$ cat src/hdl/fsrt_defines.svh
/*
 * register indices, field positions, reset values and timing counts of the
 * flying start / ride-through sequencer.
 * assumes a 250 MHz clock and a 1 ms supervisory tick.
 */
`ifndef FSRT_DEFINES_SVH
`define FSRT_DEFINES_SVH

// word indices; byte address is four times the index
`define FSRT_IDX_CTRL 3'h0
`define FSRT_IDX_VRAMP 3'h1
`define FSRT_IDX_SRCH 3'h2
`define FSRT_IDX_TIME 3'h3
`define FSRT_IDX_LVL1 3'h4
`define FSRT_IDX_LVL2 3'h5
`define FSRT_IDX_MAXS 3'h6
`define FSRT_IDX_STAT 3'h7
`define FSRT_NCFG 7

// control register fields
`define FSRT_SEL_LSB 0
`define FSRT_CTYPE_LSB 4
`define FSRT_DIFN_LSB 8
`define FSRT_CTRL_MASK 32'h0000FF77
`define FSRT_FULL_MASK 32'hFFFFFFFF
`define FSRT_UVF_BIT 16
`define FSRT_RSF_BIT 17

// reset values
`define FSRT_CTRL_RST 32'h00000000
`define FSRT_VRAMP_RST 32'h000007D0
`define FSRT_SRCH_RST 32'h0064003C
`define FSRT_TIME_RST 32'h00550046
`define FSRT_LVL1_RST 32'h00F500FC
`define FSRT_LVL2_RST 32'h00C8010B
`define FSRT_MAXS_RST 32'h00100708

// selection and function codes
`define FSRT_SEL_FS 3'h1
`define FSRT_SEL_FSRT 3'h2
`define FSRT_SEL_RT 3'h3
`define FSRT_CT_SLESS 3'h3
`define FSRT_CT_ENC 3'h4
`define FSRT_DI_SCALAR 8'h18
`define FSRT_DI_VECTOR 8'h0F

// amplitude and sweep scaling
`define FSRT_AMP_FULL 16'hFFFF
`define FSRT_SWEEP_SHIFT 8
`define FSRT_AMP_SHIFT 6
`define FSRT_UV_HYST 16'h000A

// timing
`define FSRT_CLK_NS 4
`define FSRT_TICK_NS 1000000
`define FSRT_TICK_CYCLES (`FSRT_TICK_NS / `FSRT_CLK_NS)
`define FSRT_RT_MAX_MS 2000
`define FSRT_RT_MAX_TICKS (`FSRT_RT_MAX_MS * 1000000 / `FSRT_TICK_NS)
`define FSRT_RSF_MS 500
`define FSRT_RSF_TICKS (`FSRT_RSF_MS * 1000000 / `FSRT_TICK_NS)

`endif

$ cat src/hdl/fsrt_pkg.sv
/*
 * types of the flying start / ride-through sequencer.
 * assumes nothing beyond a SystemVerilog compiler.
 */
package fsrt_pkg;
  typedef enum logic [8:0] {
    ST_IDLE   = 9'h001,
    ST_MAGNET = 9'h002,
    ST_SRAMP  = 9'h004,
    ST_RUN    = 9'h008,
    ST_BLOCK  = 9'h010,
    ST_SPOS   = 9'h020,
    ST_SNEG   = 9'h040,
    ST_HOLD   = 9'h080,
    ST_TRIP   = 9'h100
  } state_type;
endpackage

$ cat src/hdl/flying_start_ride_through_seq.sv
/*
 * flying start / ride-through sequencer for a motor inverter, with a
 * classic wishbone register slave.
 * assumes link voltage, speeds and enables come from logic on clk_in;
 * only the digital disable input is asynchronous.
 */
`include "fsrt_defines.svh"
`timescale 1ns/1ns
`default_nettype none
module flying_start_ride_through_seq #(
  parameter int unsigned TICK_CYCLES = `FSRT_TICK_CYCLES
) (
  // clock and reset
  input  wire logic               clk_in,
  input  wire logic               sys_rst_in,
  // wishbone slave
  input  wire logic               wb_cyc_in,
  input  wire logic               wb_stb_in,
  input  wire logic               wb_we_in,
  input  wire logic [7:0]         wb_adr_in,
  input  wire logic [3:0]         wb_sel_in,
  input  wire logic [31:0]        wb_dat_in,
  output var  logic [31:0]        wb_dat_out,
  output var  logic               wb_ack_out,
  // commands
  input  wire logic               gen_enable_in,
  input  wire logic               run_in,
  input  wire logic               fs_disable_pin_in,
  // measurements
  input  wire logic [15:0]        link_voltage_in,
  input  wire logic signed [15:0] speed_reference_in,
  input  wire logic signed [15:0] motor_speed_in,
  input  wire logic               magnetize_done_in,
  // drive outputs
  output logic                    pulse_enable_out,
  output logic signed [15:0]      freq_ref_out,
  output logic [15:0]             volt_ref_out,
  output logic [15:0]             current_ref_out,
  output logic                    magnetize_out,
  output logic                    vector_ctrl_out,
  output logic                    link_reg_active_out,
  output logic [15:0]             link_reg_target_out,
  output logic                    reaccel_out,
  output logic signed [15:0]      ramp_start_out,
  output logic                    phase_loss_ignore_out,
  output logic                    undervoltage_fault_out,
  output logic                    ride_setting_fault_out
);
  ////////////////////////////////////////////////////////////////////////////
  // register file
  localparam logic [31:0] CFG_RST [`FSRT_NCFG] = '{`FSRT_CTRL_RST,
    `FSRT_VRAMP_RST, `FSRT_SRCH_RST, `FSRT_TIME_RST, `FSRT_LVL1_RST,
    `FSRT_LVL2_RST, `FSRT_MAXS_RST};
  localparam logic [31:0] CFG_MSK [`FSRT_NCFG] = '{`FSRT_CTRL_MASK,
    `FSRT_FULL_MASK, `FSRT_FULL_MASK, `FSRT_FULL_MASK, `FSRT_FULL_MASK,
    `FSRT_FULL_MASK, `FSRT_FULL_MASK};

  logic [31:0] cfg_q [`FSRT_NCFG];
  logic        ack_q;
  logic [31:0] rdat_q;
  wire         bus_req = wb_cyc_in & wb_stb_in & ~ack_q;
  wire         bus_wr = bus_req & wb_we_in;
  wire  [2:0]  bus_idx = wb_adr_in[4:2];
  wire         bus_hit = (wb_adr_in[7:5] == 3'h0);
  wire  [31:0] byte_msk = {{8{wb_sel_in[3]}}, {8{wb_sel_in[2]}},
                           {8{wb_sel_in[1]}}, {8{wb_sel_in[0]}}};

  genvar gi;
  generate
    for (gi = 0; gi < `FSRT_NCFG; gi++) begin : g_cfg
      always_ff @(posedge clk_in) begin
        if (sys_rst_in)
          cfg_q[gi] <= CFG_RST[gi];
        else if (bus_wr && bus_hit && bus_idx == 3'(gi))
          cfg_q[gi] <= ((cfg_q[gi] & ~byte_msk) | (wb_dat_in & byte_msk)) & CFG_MSK[gi];
      end
    end
  endgenerate

  wire [2:0]  sel = cfg_q[`FSRT_IDX_CTRL][`FSRT_SEL_LSB +: 3];
  wire [2:0]  ctype = cfg_q[`FSRT_IDX_CTRL][`FSRT_CTYPE_LSB +: 3];
  wire [7:0]  di_func = cfg_q[`FSRT_IDX_CTRL][`FSRT_DIFN_LSB +: 8];
  wire [15:0] vramp = cfg_q[`FSRT_IDX_VRAMP][15:0];
  wire [15:0] sfr = cfg_q[`FSRT_IDX_SRCH][15:0];
  wire [15:0] trc = cfg_q[`FSRT_IDX_SRCH][31:16];
  wire [15:0] crmp = cfg_q[`FSRT_IDX_TIME][15:0];
  wire [15:0] filt = cfg_q[`FSRT_IDX_TIME][31:16];
  wire [15:0] loss_lvl = cfg_q[`FSRT_IDX_LVL1][15:0];
  wire [15:0] hold_lvl = cfg_q[`FSRT_IDX_LVL1][31:16];
  wire [15:0] ret_lvl = cfg_q[`FSRT_IDX_LVL2][15:0];
  wire [15:0] uv_lvl = cfg_q[`FSRT_IDX_LVL2][31:16];
  wire [15:0] max_spd = cfg_q[`FSRT_IDX_MAXS][15:0];
  wire [15:0] win = cfg_q[`FSRT_IDX_MAXS][31:16];

  ////////////////////////////////////////////////////////////////////////////
  // input conditioning and decode
  logic [2:0] dis_sync_q;
  logic       dis_lvl_q;
  logic       en_q;
  logic       gen_q;
  always_ff @(posedge clk_in) begin
    if (sys_rst_in) begin
      dis_sync_q <= 3'h0;
      dis_lvl_q  <= 1'b0;
      en_q       <= 1'b0;
      gen_q      <= 1'b0;
    end else begin
      dis_sync_q <= {dis_sync_q[1:0], fs_disable_pin_in};
      if (dis_sync_q[2] == dis_sync_q[1])
        dis_lvl_q <= dis_sync_q[1];
      en_q  <= gen_enable_in & run_in;
      gen_q <= gen_enable_in;
    end
  end

  wire en = gen_enable_in & run_in;
  wire start = en & ~en_q;
  wire launch_gen = gen_enable_in & ~gen_q;
  wire scalar = (ctype < `FSRT_CT_SLESS);
  wire sless = (ctype == `FSRT_CT_SLESS);
  wire fs_sel = (sel == `FSRT_SEL_FS) | (sel == `FSRT_SEL_FSRT);
  wire rt_sel = (sel == `FSRT_SEL_FSRT) | (sel == `FSRT_SEL_RT);
  wire di_dis = dis_lvl_q & ((scalar & (di_func == `FSRT_DI_SCALAR))
              | (~scalar & (di_func == `FSRT_DI_VECTOR)));
  wire fs_go = fs_sel & ~di_dis;
  wire below_uv = link_voltage_in < uv_lvl;
  wire uv_back = link_voltage_in >= uv_lvl + `FSRT_UV_HYST;
  // threshold already in link terms, so loss/1.35 on supply needs no divide
  wire below_loss = link_voltage_in < loss_lvl;
  wire at_ret = link_voltage_in >= ret_lvl;
  wire stuck = (link_voltage_in > hold_lvl) & ~at_ret;

  ////////////////////////////////////////////////////////////////////////////
  // tick and counters
  logic [31:0] tick_cnt_q;
  logic        tick;
  logic [15:0] rt_cnt_q;
  logic [15:0] rsf_cnt_q;
  logic [15:0] fnd_cnt_q;
  fsrt_pkg::state_type st_q;
  fsrt_pkg::state_type st_d;
  logic signed [15:0] freq_q;
  logic [15:0] amp_q;
  wire         volt_full = amp_q == `FSRT_AMP_FULL;

  assign tick = (tick_cnt_q == TICK_CYCLES - 1);
  wire signed [16:0] spd_err = 17'(freq_q) - 17'(motor_speed_in);
  wire [16:0] spd_abs = spd_err[16] ? 17'(-spd_err) : 17'(spd_err);
  wire searching = (st_q == fsrt_pkg::ST_SPOS) | (st_q == fsrt_pkg::ST_SNEG);
  wire match = spd_abs <= {1'b0, win};
  wire found = searching & match & (fnd_cnt_q >= filt);
  wire rt_timeout = rt_cnt_q > 16'(`FSRT_RT_MAX_TICKS);
  wire [31:0] step_prod = sfr * trc;
  wire [15:0] step_raw = step_prod[`FSRT_SWEEP_SHIFT +: 16];
  wire [15:0] step = (step_raw == 16'h0000) ? 16'h0001 : step_raw;

  always_ff @(posedge clk_in) begin
    if (sys_rst_in) begin
      tick_cnt_q <= 32'h0;
      rt_cnt_q   <= 16'h0;
      rsf_cnt_q  <= 16'h0;
      fnd_cnt_q  <= 16'h0;
    end else begin
      tick_cnt_q <= tick ? 32'h0 : tick_cnt_q + 32'h1;
      if (st_q != fsrt_pkg::ST_BLOCK)
        rt_cnt_q <= 16'h0;
      else if (tick && !rt_timeout)
        rt_cnt_q <= rt_cnt_q + 16'h1;
      if (st_q != fsrt_pkg::ST_HOLD || !stuck)
        rsf_cnt_q <= 16'h0;
      else if (tick && rsf_cnt_q != 16'hFFFF)
        rsf_cnt_q <= rsf_cnt_q + 16'h1;
      if (!searching || !match)
        fnd_cnt_q <= 16'h0;
      else if (tick && fnd_cnt_q != 16'hFFFF)
        fnd_cnt_q <= fnd_cnt_q + 16'h1;
    end
  end

  ////////////////////////////////////////////////////////////////////////////
  // sequencer
  logic uvf_q;
  logic rsf_q;
  always_comb begin
    st_d = st_q;
    case (st_q)
      fsrt_pkg::ST_IDLE: begin
        if (start && !uvf_q) begin
          if (scalar)
            st_d = fs_go ? fsrt_pkg::ST_SRAMP : fsrt_pkg::ST_RUN;
          else if (sless && fs_go && launch_gen)
            st_d = fsrt_pkg::ST_SPOS;
          else
            st_d = fsrt_pkg::ST_MAGNET;
        end
      end
      fsrt_pkg::ST_MAGNET: begin
        if (!en)
          st_d = fsrt_pkg::ST_IDLE;
        else if (magnetize_done_in)
          st_d = (sless && fs_go) ? fsrt_pkg::ST_SPOS : fsrt_pkg::ST_RUN;
      end
      fsrt_pkg::ST_SRAMP, fsrt_pkg::ST_RUN: begin
        if (!en)
          st_d = fsrt_pkg::ST_IDLE;
        else if (scalar && below_uv)
          st_d = rt_sel ? fsrt_pkg::ST_BLOCK : fsrt_pkg::ST_TRIP;
        else if (!scalar && rt_sel && below_loss && st_q == fsrt_pkg::ST_RUN)
          st_d = fsrt_pkg::ST_HOLD;
        else if (!scalar && below_uv)
          st_d = fsrt_pkg::ST_TRIP;
        else if (st_q == fsrt_pkg::ST_SRAMP && volt_full)
          st_d = fsrt_pkg::ST_RUN;
      end
      fsrt_pkg::ST_BLOCK: begin
        if (rt_timeout)
          st_d = fsrt_pkg::ST_TRIP;
        else if (uv_back)
          st_d = en ? fsrt_pkg::ST_SRAMP : fsrt_pkg::ST_IDLE;
      end
      fsrt_pkg::ST_SPOS: begin
        if (!en)
          st_d = fsrt_pkg::ST_IDLE;
        else if (found)
          st_d = fsrt_pkg::ST_RUN;
        else if (freq_q <= 16'sh0000)
          st_d = fsrt_pkg::ST_SNEG;
      end
      fsrt_pkg::ST_SNEG: begin
        if (!en)
          st_d = fsrt_pkg::ST_IDLE;
        else if (found || freq_q >= 16'sh0000)
          st_d = fsrt_pkg::ST_RUN;
      end
      fsrt_pkg::ST_HOLD: begin
        if (below_uv)
          st_d = fsrt_pkg::ST_TRIP;
        else if (!en)
          st_d = fsrt_pkg::ST_IDLE;
        else if (at_ret)
          st_d = fsrt_pkg::ST_RUN;
      end
      fsrt_pkg::ST_TRIP: begin
        if (!uvf_q && !en)
          st_d = fsrt_pkg::ST_IDLE;
      end
      default: st_d = fsrt_pkg::ST_IDLE;
    endcase
  end

  wire enter = st_d != st_q;
  wire uv_set = enter & (st_d == fsrt_pkg::ST_TRIP);
  wire rsf_set = rsf_cnt_q >= 16'(`FSRT_RSF_TICKS);
  wire stat_wr = bus_wr & bus_hit & (bus_idx == `FSRT_IDX_STAT);
  wire uvf_clr = stat_wr & wb_sel_in[2] & wb_dat_in[`FSRT_UVF_BIT];
  wire rsf_clr = stat_wr & wb_sel_in[2] & wb_dat_in[`FSRT_RSF_BIT];
  wire to_run = enter & (st_d == fsrt_pkg::ST_RUN);
  wire reacc_set = to_run & ((st_q == fsrt_pkg::ST_HOLD)
                 | ((st_q == fsrt_pkg::ST_MAGNET) & ~sless));

  ////////////////////////////////////////////////////////////////////////////
  // amplitude ramp: voltage in scalar, search current in sensorless
  logic [31:0] acc_q;
  wire         ramping = (st_q == fsrt_pkg::ST_SRAMP) | searching;
  wire  [15:0] ramp_len = scalar ? vramp : crmp;
  wire  [31:0] acc_in = tick ? acc_q + 32'(`FSRT_AMP_FULL) : acc_q;
  wire         amp_full = volt_full;
  // coarse steps of 64 keep the divider out; a ramp needs at least 1024 clocks
  wire  [31:0] amp_chunk = {16'h0000, ramp_len} << `FSRT_AMP_SHIFT;
  wire  [16:0] amp_sum = {1'b0, amp_q} + (17'h00001 << `FSRT_AMP_SHIFT);
  wire         amp_step = (acc_in >= amp_chunk) & ~amp_full;

  always_ff @(posedge clk_in) begin
    if (sys_rst_in || !ramping || enter) begin
      amp_q <= (st_d == fsrt_pkg::ST_RUN) ? `FSRT_AMP_FULL : 16'h0000;
      acc_q <= 32'h0;
    end else if (ramp_len == 16'h0000) begin
      amp_q <= `FSRT_AMP_FULL;
      acc_q <= 32'h0;
    end else begin
      amp_q <= amp_step ? (amp_sum[16] ? `FSRT_AMP_FULL : amp_sum[15:0]) : amp_q;
      acc_q <= amp_step ? acc_in - amp_chunk : acc_in;
    end
  end

  ////////////////////////////////////////////////////////////////////////////
  // frequency reference and flags
  logic               reacc_q;
  logic signed [15:0] rstart_q;
  wire  signed [16:0] f_dn = 17'(freq_q) - 17'(step);
  wire  signed [16:0] f_up = 17'(freq_q) + 17'(step);

  always_ff @(posedge clk_in) begin
    if (sys_rst_in) begin
      st_q     <= fsrt_pkg::ST_IDLE;
      freq_q   <= 16'sh0000;
      uvf_q    <= 1'b0;
      rsf_q    <= 1'b0;
      reacc_q  <= 1'b0;
      rstart_q <= 16'sh0000;
    end else begin
      st_q    <= st_d;
      uvf_q   <= uv_set | (uvf_q & ~uvf_clr);
      rsf_q   <= rsf_set | (rsf_q & ~rsf_clr);
      reacc_q <= reacc_set;
      if (reacc_set)
        rstart_q <= motor_speed_in;
      if (enter && st_d == fsrt_pkg::ST_SPOS)
        freq_q <= max_spd;
      else if (enter && st_d == fsrt_pkg::ST_SNEG)
        freq_q <= -max_spd;
      else if (st_q == fsrt_pkg::ST_SPOS)
        freq_q <= (tick && !match) ? (f_dn < 0 ? 16'sh0000 : f_dn[15:0]) : freq_q;
      else if (st_q == fsrt_pkg::ST_SNEG)
        freq_q <= (tick && !match) ? (f_up > 0 ? 16'sh0000 : f_up[15:0]) : freq_q;
      else if (st_q == fsrt_pkg::ST_HOLD)
        freq_q <= motor_speed_in;
      else if (st_q == fsrt_pkg::ST_IDLE || st_q == fsrt_pkg::ST_TRIP)
        freq_q <= 16'sh0000;
      else
        freq_q <= speed_reference_in;
    end
  end

  assign pulse_enable_out = ~(st_q == fsrt_pkg::ST_IDLE) & ~(st_q == fsrt_pkg::ST_BLOCK)
                          & ~(st_q == fsrt_pkg::ST_TRIP);
  assign freq_ref_out = freq_q;
  assign volt_ref_out = scalar ? amp_q : 16'h0000;
  assign current_ref_out = searching ? amp_q : 16'h0000;
  assign magnetize_out = st_q == fsrt_pkg::ST_MAGNET;
  assign vector_ctrl_out = ~scalar & ((st_q == fsrt_pkg::ST_RUN)
                         | (st_q == fsrt_pkg::ST_HOLD));
  assign link_reg_active_out = st_q == fsrt_pkg::ST_HOLD;
  assign link_reg_target_out = hold_lvl;
  assign reaccel_out = reacc_q;
  assign ramp_start_out = rstart_q;
  assign phase_loss_ignore_out = fs_sel | rt_sel;
  assign undervoltage_fault_out = uvf_q;
  assign ride_setting_fault_out = rsf_q;

  ////////////////////////////////////////////////////////////////////////////
  // bus answer: one wait-free cycle, unmapped reads zero
  wire [31:0] stat_word = {14'h0, rsf_q, uvf_q, 7'h0, st_q};
  wire [31:0] rd_mux = !bus_hit ? 32'h0 : (bus_idx == `FSRT_IDX_STAT) ? stat_word
                     : cfg_q[bus_idx];
  always_ff @(posedge clk_in) begin
    if (sys_rst_in) begin
      ack_q  <= 1'b0;
      rdat_q <= 32'h0;
    end else begin
      ack_q  <= bus_req;
      rdat_q <= bus_req ? rd_mux : 32'h0;
    end
  end
  assign wb_ack_out = ack_q;
  assign wb_dat_out = rdat_q;
endmodule
`default_nettype wire

$ cat config.mk
export PLATFORM = sky130hd
export DESIGN_NAME = flying_start_ride_through_seq
export DESIGN_NICKNAME = d
export VERILOG_FILES = /design/src/hdl/fsrt_pkg.sv /design/src/hdl/flying_start_ride_through_seq.sv
export VERILOG_INCLUDE_DIRS = /design/src /design/src/hdl
export SDC_FILE = /design/constraint.sdc
export NUM_CORES = 2
export LEC_CHECK = 0
export BUFFER_PORTS_ARGS = -buffer_cell sky130_fd_sc_hd__clkbuf_2
export CORE_MARGIN = 1.5
export CORE_UTILIZATION = 45
export DETAILED_ROUTE_END_ITERATION = 6
export GPL_ROUTABILITY_DRIVEN = 0
export SYNTH_ARGS = -nofsm -noshare
export SYNTH_HDL_FRONTEND = slang
export SYNTH_SLANG_ARGS = --single-unit
$ cat constraint.sdc
create_clock -name clk_in -period 10.74 [get_ports clk_in]
set_input_delay 1.074 -clock clk_in [delete_from_list [all_inputs] [get_ports clk_in]]
set_output_delay 1.074 -clock clk_in [all_outputs]
set_load 0.02 [all_outputs]
Yosys cells after proc, flatten, opt, wreduce, memory -nomap -nowiden
Memory sizes are Yosys's and may differ from the RTL's.
Cells that the tools add are included.
{"block": "word_totals", "regBits": 211, "latch_bits": 0, "mem_bits_rw": 224, "mem_bits_ro": 0, "in_bits": 101, "output_inout_bits": 121, "wordCells": 292, "memories": 1}
{"memory": "cfg_q", "words": 7, "word_bits": 32, "read_ports": 8, "rd_clocked_by_memory_dff": 0, "wr": 7, "line": "flying_start_ride_through_seq.sv:58", "rtl": "logic [31:0] cfg_q [`FSRT_NCFG];"}
{"block": "classes", "addsub": 13, "mul": 1, "div": 0, "magnitude_cmp": 15, "n_eq_ne": 36, "shifts": 0, "mux": 79, "bitwise_logic": 76, "n_reduce_logical": 52}
{"op": "two-way mux 16 bit", "n": 19}
{"op": "two-way mux 32 bit", "n": 9}
{"op": "bitwise AND 32 bit", "n": 7}
{"op": "OR 32 bit", "n": 6}
{"op": "two-way mux 9 bit", "n": 20}
{"op": "one-hot mux 9 bit (8 select lines)", "n": 1}
{"op": "adder 16 x 1 -> 16 bit (second input constant)", "n": 3}
{"op": ">= comparator 16 bit", "n": 3}
{"op": "adder 32 x 1 -> 32 bit (second input constant)", "n": 1}
{"op": "adder 32 x 16 -> 32 bit (second input constant)", "n": 1}
{"op": "== test 32 x 18 -> 1 bit (second input constant)", "n": 1}
{"op": ">= comparator 32 x 22 -> 1 bit", "n": 1}
{"op": "zero test 16 bit", "n": 2}
{"op": "less-than comparator 16 bit", "n": 2}
{"op": "!= test 16 bit (second input constant)", "n": 2}
{"op": "NOT 32 bit", "n": 1}
{"op": "subtractor 32 x 22 -> 32 bit", "n": 1}
{"op": "bitwise AND 1 bit", "n": 28}
{"op": "logical AND 1 bit", "n": 24}
{"op": "multiplier 16 x 16 -> 24 bit", "n": 1}
{"op": "two-way mux 1 bit", "n": 23}
{"op": "== test 9 x 4 -> 1 bit (second input constant)", "n": 2}
{"op": "== test 9 x 6 -> 1 bit (second input constant)", "n": 2}
{"op": "== test 9 x 7 -> 1 bit (second input constant)", "n": 2}
{"op": "50 further kinds", "n": 110}

Logic depth before layout (Yosys ltp)
An unclocked memory read counts as a cell.
{"block": "depth", "depth_word": 18, "depth_mapped": 40, "depth_no_buf": 39}

Worst setup path before layout
No wires, ideal clock.
{"block": "synth_timing", "kind": "reg-to-reg", "start": "mem cfg_q[2][23]", "end": "reg freq_q[11] (netlist: freq_ref_out[11])", "setup_time_ps": 61, "arrival_ps": 9738, "required_ps": 10679, "path_slack_ps": 941, "path_stages_with_launch": 39, "n_path_buf": 2, "period_less_slack_ps": 9799, "path_cell_list": "edfxtp_1 -> clkbuf_1 -> clkbuf_1 -> nand2_1 -> fa_1 -> inv_1 -> fa_1 -> inv_1 -> fa_1 -> inv_1 -> fa_1 -> fa_1 -> inv_1 -> fa_1 -> inv_1 -> ha_1 -> and3_1 -> a221o_1 -> [... 3 more ...] -> xnor2_1 -> or4_1 -> or4_1 -> o21bai_1 -> ha_1 -> inv_1 -> fa_1 -> nor2_1 -> o311a_1 -> o211ai_1 -> a2111oi_0 -> o22ai_1 -> mux2_2 -> o21a_1 -> a221oi_1 -> o21ai_0 -> a21oi_1 -> a32o_1"}
{"element": "start, declared", "line": "flying_start_ride_through_seq.sv:58"}
{"element": "end signal, assigned", "line": "flying_start_ride_through_seq.sv:309", "rtl": "freq_q <= max_spd;"}
{"element": "end signal, assigned", "line": "flying_start_ride_through_seq.sv:311", "rtl": "freq_q <= -max_spd;"}
{"element": "end signal, assigned", "line": "flying_start_ride_through_seq.sv:313", "rtl": "freq_q <= (tick && !match) ? (f_dn < 0 ? 16'sh0000 : f_dn[15:0]) : freq_q;"}
{"element": "end, declared", "line": "flying_start_ride_through_seq.sv:142", "rtl": "logic signed [15:0] freq_q;"}

==> out/qor.yml <==
routing:
  drt_wl_total_um: 115700
  firstDrtPassIters: 7
  drcViolationCount: 0
  drt-wirelength-per-cell_um: 22.41
  antenna_left: 0
  1st_iter_drt_viols: 3230
  drt-vias-per-instance: 5.796
  route.vias.total: 29917
layout:
  num-fill-cells: 7325
  most_frequent_cells_in_the_layout: "inv_1 (397), nor2_1 (306), nand2_1 (305)"
  layout_commonest_cell: "inv_1"
  drive_above_1_share: 0.1227
  area.growth.synth_to_final_pct: 12.20
  sequential_cell_area_sq_um: 10420
  nNetsFinal: 4612
  fin_area_sq_um: 39200
  total_area_of_multi_input_combinational_cells_sq_um: 22260
synthesis:
  synthesis.area_sq_um: 34930
  synth-warning-count: 0
  synth_cells: 3936
  synth.avg_cell_area_sq_um: 8.876
  ys_seq_elements: 412
  yosysSeqAreaShare: 0.2983
  synth_edf_count: 217
  main_flop_type_after_synthesis: "edfxtp_1"
  nets_in_the_synthesized_netlist: 4459
  async_flop_share: 0
  synth_cell_types: 90
clocking:
  insertion_delay_of_the_later_clocked_pin_in_the_worst_skew_pair_ns: 0.61
  clk_pin_slew_worst_paths_ns: 0.06
  max-clock-path-buffers: 3
  clock_tree.root_cell: "clkbuf_16"
  cts_sinks: 412
  cts_hold_repair.buffers: 0
  clock_tree.htree_level_count: 2
  cts_tree: "yes"
  cts_buffers: 51
setup_path:
  critical_path.startpoint_type: "register"
  critical_path_required_ns: 11.20
  first_element_of_the_critical_path: "cfg_q[2][18]$_SDFFCE_PN1P_"
  crit_path_max_incr_delay_ns: 0.73
  cp_max_fo: 15
  worstReg2RegStart: "cfg_q[2][18]$_SDFFCE_PN1P_"
  critical-path-top-cell-by-count: "fa_1"
  critPathArrivalTime_ns: 10.69
  critical-path-top-delay-family: "adder cells"
  ff2ff_setup_slack_ns: 0.51
  critPathKind: "register to register"
  critical_path.n_buffers_inverters: 6
  slowest_stage: "edfxtp_1"
  worst_setup_path_end_kind: "register"
sta:
  slew_viol_final: 0
  report.final.setup_viol: 0
  fin_hold_ws_ns: 0.4407
  tightest_slew_ns: 1.168
  timing.final.hold_violations: 0
  post-route-worst-setup-slack_ns: 0.5145
  achievable-frequency_mhz: 97.80
  period_share: 0.9521
  fin_worst_skew_ns: 0.02363
  worst_slew_margin_rel: 0.2114
  finalCriticalPeriod_ns: 10.23
flow_run:
  timing.max_cap.violations: 0
floorplanning:
  floorplan.die_area_sq_um: 79310
  die_height_um: 281.6
  ioPinCount: 222
  rows: 101
  placeableCoreArea_sq_um: 76330
  starting_density_of_the_core: 0.4577
  fp.dieW_um: 281.6
grt:
  number_of_antenna_violations_at_the_first_check_in_global_routing: 3
  overflow: 0
  grt.total_usage: 0.2901
  via_count_of_the_first_global_routing_pass: 28480
  wire_length_of_the_first_global_routing_pass_um: 174400
  largest_net_degree_at_the_start_of_global_routing: 65
place:
  detailedPlacementHpwl_um: 88230
  pre_cts_slack_ns: 0.3740
  port_buffers: 219
  instance_area_after_placement_sq_um: 37110
power:
  net_load_switching_power_mw: 3.692
  report.power.total_mw: 8.415
  power_leakage_nw: 16.71
  powerDensity_nw_per_um2: 214.7
  max-vdd-ir-drop_uv: 233.0
  switching_fraction: 0.4387
  seq_power_share: 0.207
  p_comb_frac: 0.555
  cell_internal_pwr_mw: 4.724
  share_clk_of_total_power: 0.238
status:
  status: "complete, no violations"
hold_path:
  hp-start: "dis_sync_q[0]$_SDFF_PP0_"
  hp_class: "register to register"
[cell usage after synthesis, drive strengths merged (39+ instances only)]
cell type	n	share of area
and3	51	0.0091
and2	199	0.036
a21oi	217	0.031
nor4	39	0.0078
ha	251	0.090
nand2b	143	0.026
mux2i	80	0.023
nand3	98	0.014
fa	171	0.098
edfxtp	217	0.19
a21o	45	0.0097
nor2	308	0.033
xor2	74	0.019
a211oi	46	0.011
nand4	57	0.010
dfxtp	195	0.11
xnor2	132	0.033
o21ai	173	0.025
nand2	305	0.033
clkbuf	152	0.016
inv	397	0.043
buf	58	0.010
nor3	69	0.010
[registers in the layout (all words and copies together), names as in the netlist, 3 cells and up]
register and count:
cfg_q 206, acc_q 32, tick_cnt_q 32, wb_dat_out 32, fnd_cnt_q 16, freq_ref_out 16, ramp_start_out 16, rsf_cnt_q 16
rt_cnt_q 16, amp_q 11, st_q 9, dis_sync_q 3
[what timing repair did]
item | CTS | global route
setup endpoints to repair | 0 | 15
buffers inserted | 0 | 14
gates resized for setup | 0 | 7
[per-layer routing]
metal  GRT usage  wire [um]  part of all wire
met5           0          0                 0
met4      0.1198       5314             0.046
met3     0.04665       9611             0.083
met2      0.4489      50890              0.44
met1      0.4029      49880              0.43
[cells by family after synthesis]
group | Yosys count | synth area share
adder cells (fa/ha/maj) | 422 | 0.1879
flip-flops | 412 | 0.2983
AND/OR/NAND/NOR | 1407 | 0.2070
multiplexers | 128 | 0.04645
AO/OA/AOI/OAI | 754 | 0.1395
XOR/XNOR | 206 | 0.05186
buffers and inverters | 607 | 0.06898
[worst paths after layout]
check | depth (start not counted) | end
min | 1 | dis_sync_q[1]$_SDFF_PP0_
min reg2reg | 1 | dis_sync_q[1]$_SDFF_PP0_
max reg2reg | 36 | freq_ref_out[10]$_SDFFE_PP0P_
max | 36 | freq_ref_out[10]$_SDFFE_PP0P_
[final cells by class]
type / count / share of cell area
Sequential cell: 412 / 0.2658
Multi-Input combinational cell: 2917 / 0.5680
Timing Repair Buffer: 310 / 0.04552
Tap cell: 1030 / 0.03288
Inverter: 397 / 0.03802
Clock buffer: 67 / 0.03668
Clock inverter: 28 / 0.01302
Antenna cell: 1 / 0.00006384
[power groups by stage]
| stage | Sequential [mW] | Combinational (mW) | Clock (mW) |
|---|---|---|---|
| floorplan | 1.76 | 3.31 | 0 |
| global placement | 1.77 | 4.48 | 0 |
| detailed placement | 1.78 | 4.51 | 0 |
| CTS | 1.74 | 4.54 | 2.03 |
| global route | 1.75 | 5.16 | 2.08 |
| finish | 1.74 | 4.67 | 2.01 |
[stage by stage]
step / setup TNS [ns] / util / cells
6_report: 0 / 0.5135 / 5162
5_1_grt: -0.01358 / 0.5135 / 5161
4_1_cts: 0 / 0.5118 / 5147
3_5_place_dp: 0 / 0.4862 / 5052
3_3_place_gp: 0 / 0.4862 / 5052
2_1_floorplan: 0 / - / 3936
[worst reg2reg max path: cells and delay by family (launching register included)]
kind / cells / cell delay, ns
compound gates: 13 / 2.85
buf+inv: 6 / 0.56
flops: 1 / 0.73
simple gates: 6 / 1.65
xor+xnor: 2 / 0.27
fa+ha+maj: 9 / 4.02
Note: power is estimated with default switching activity, not from simulation.
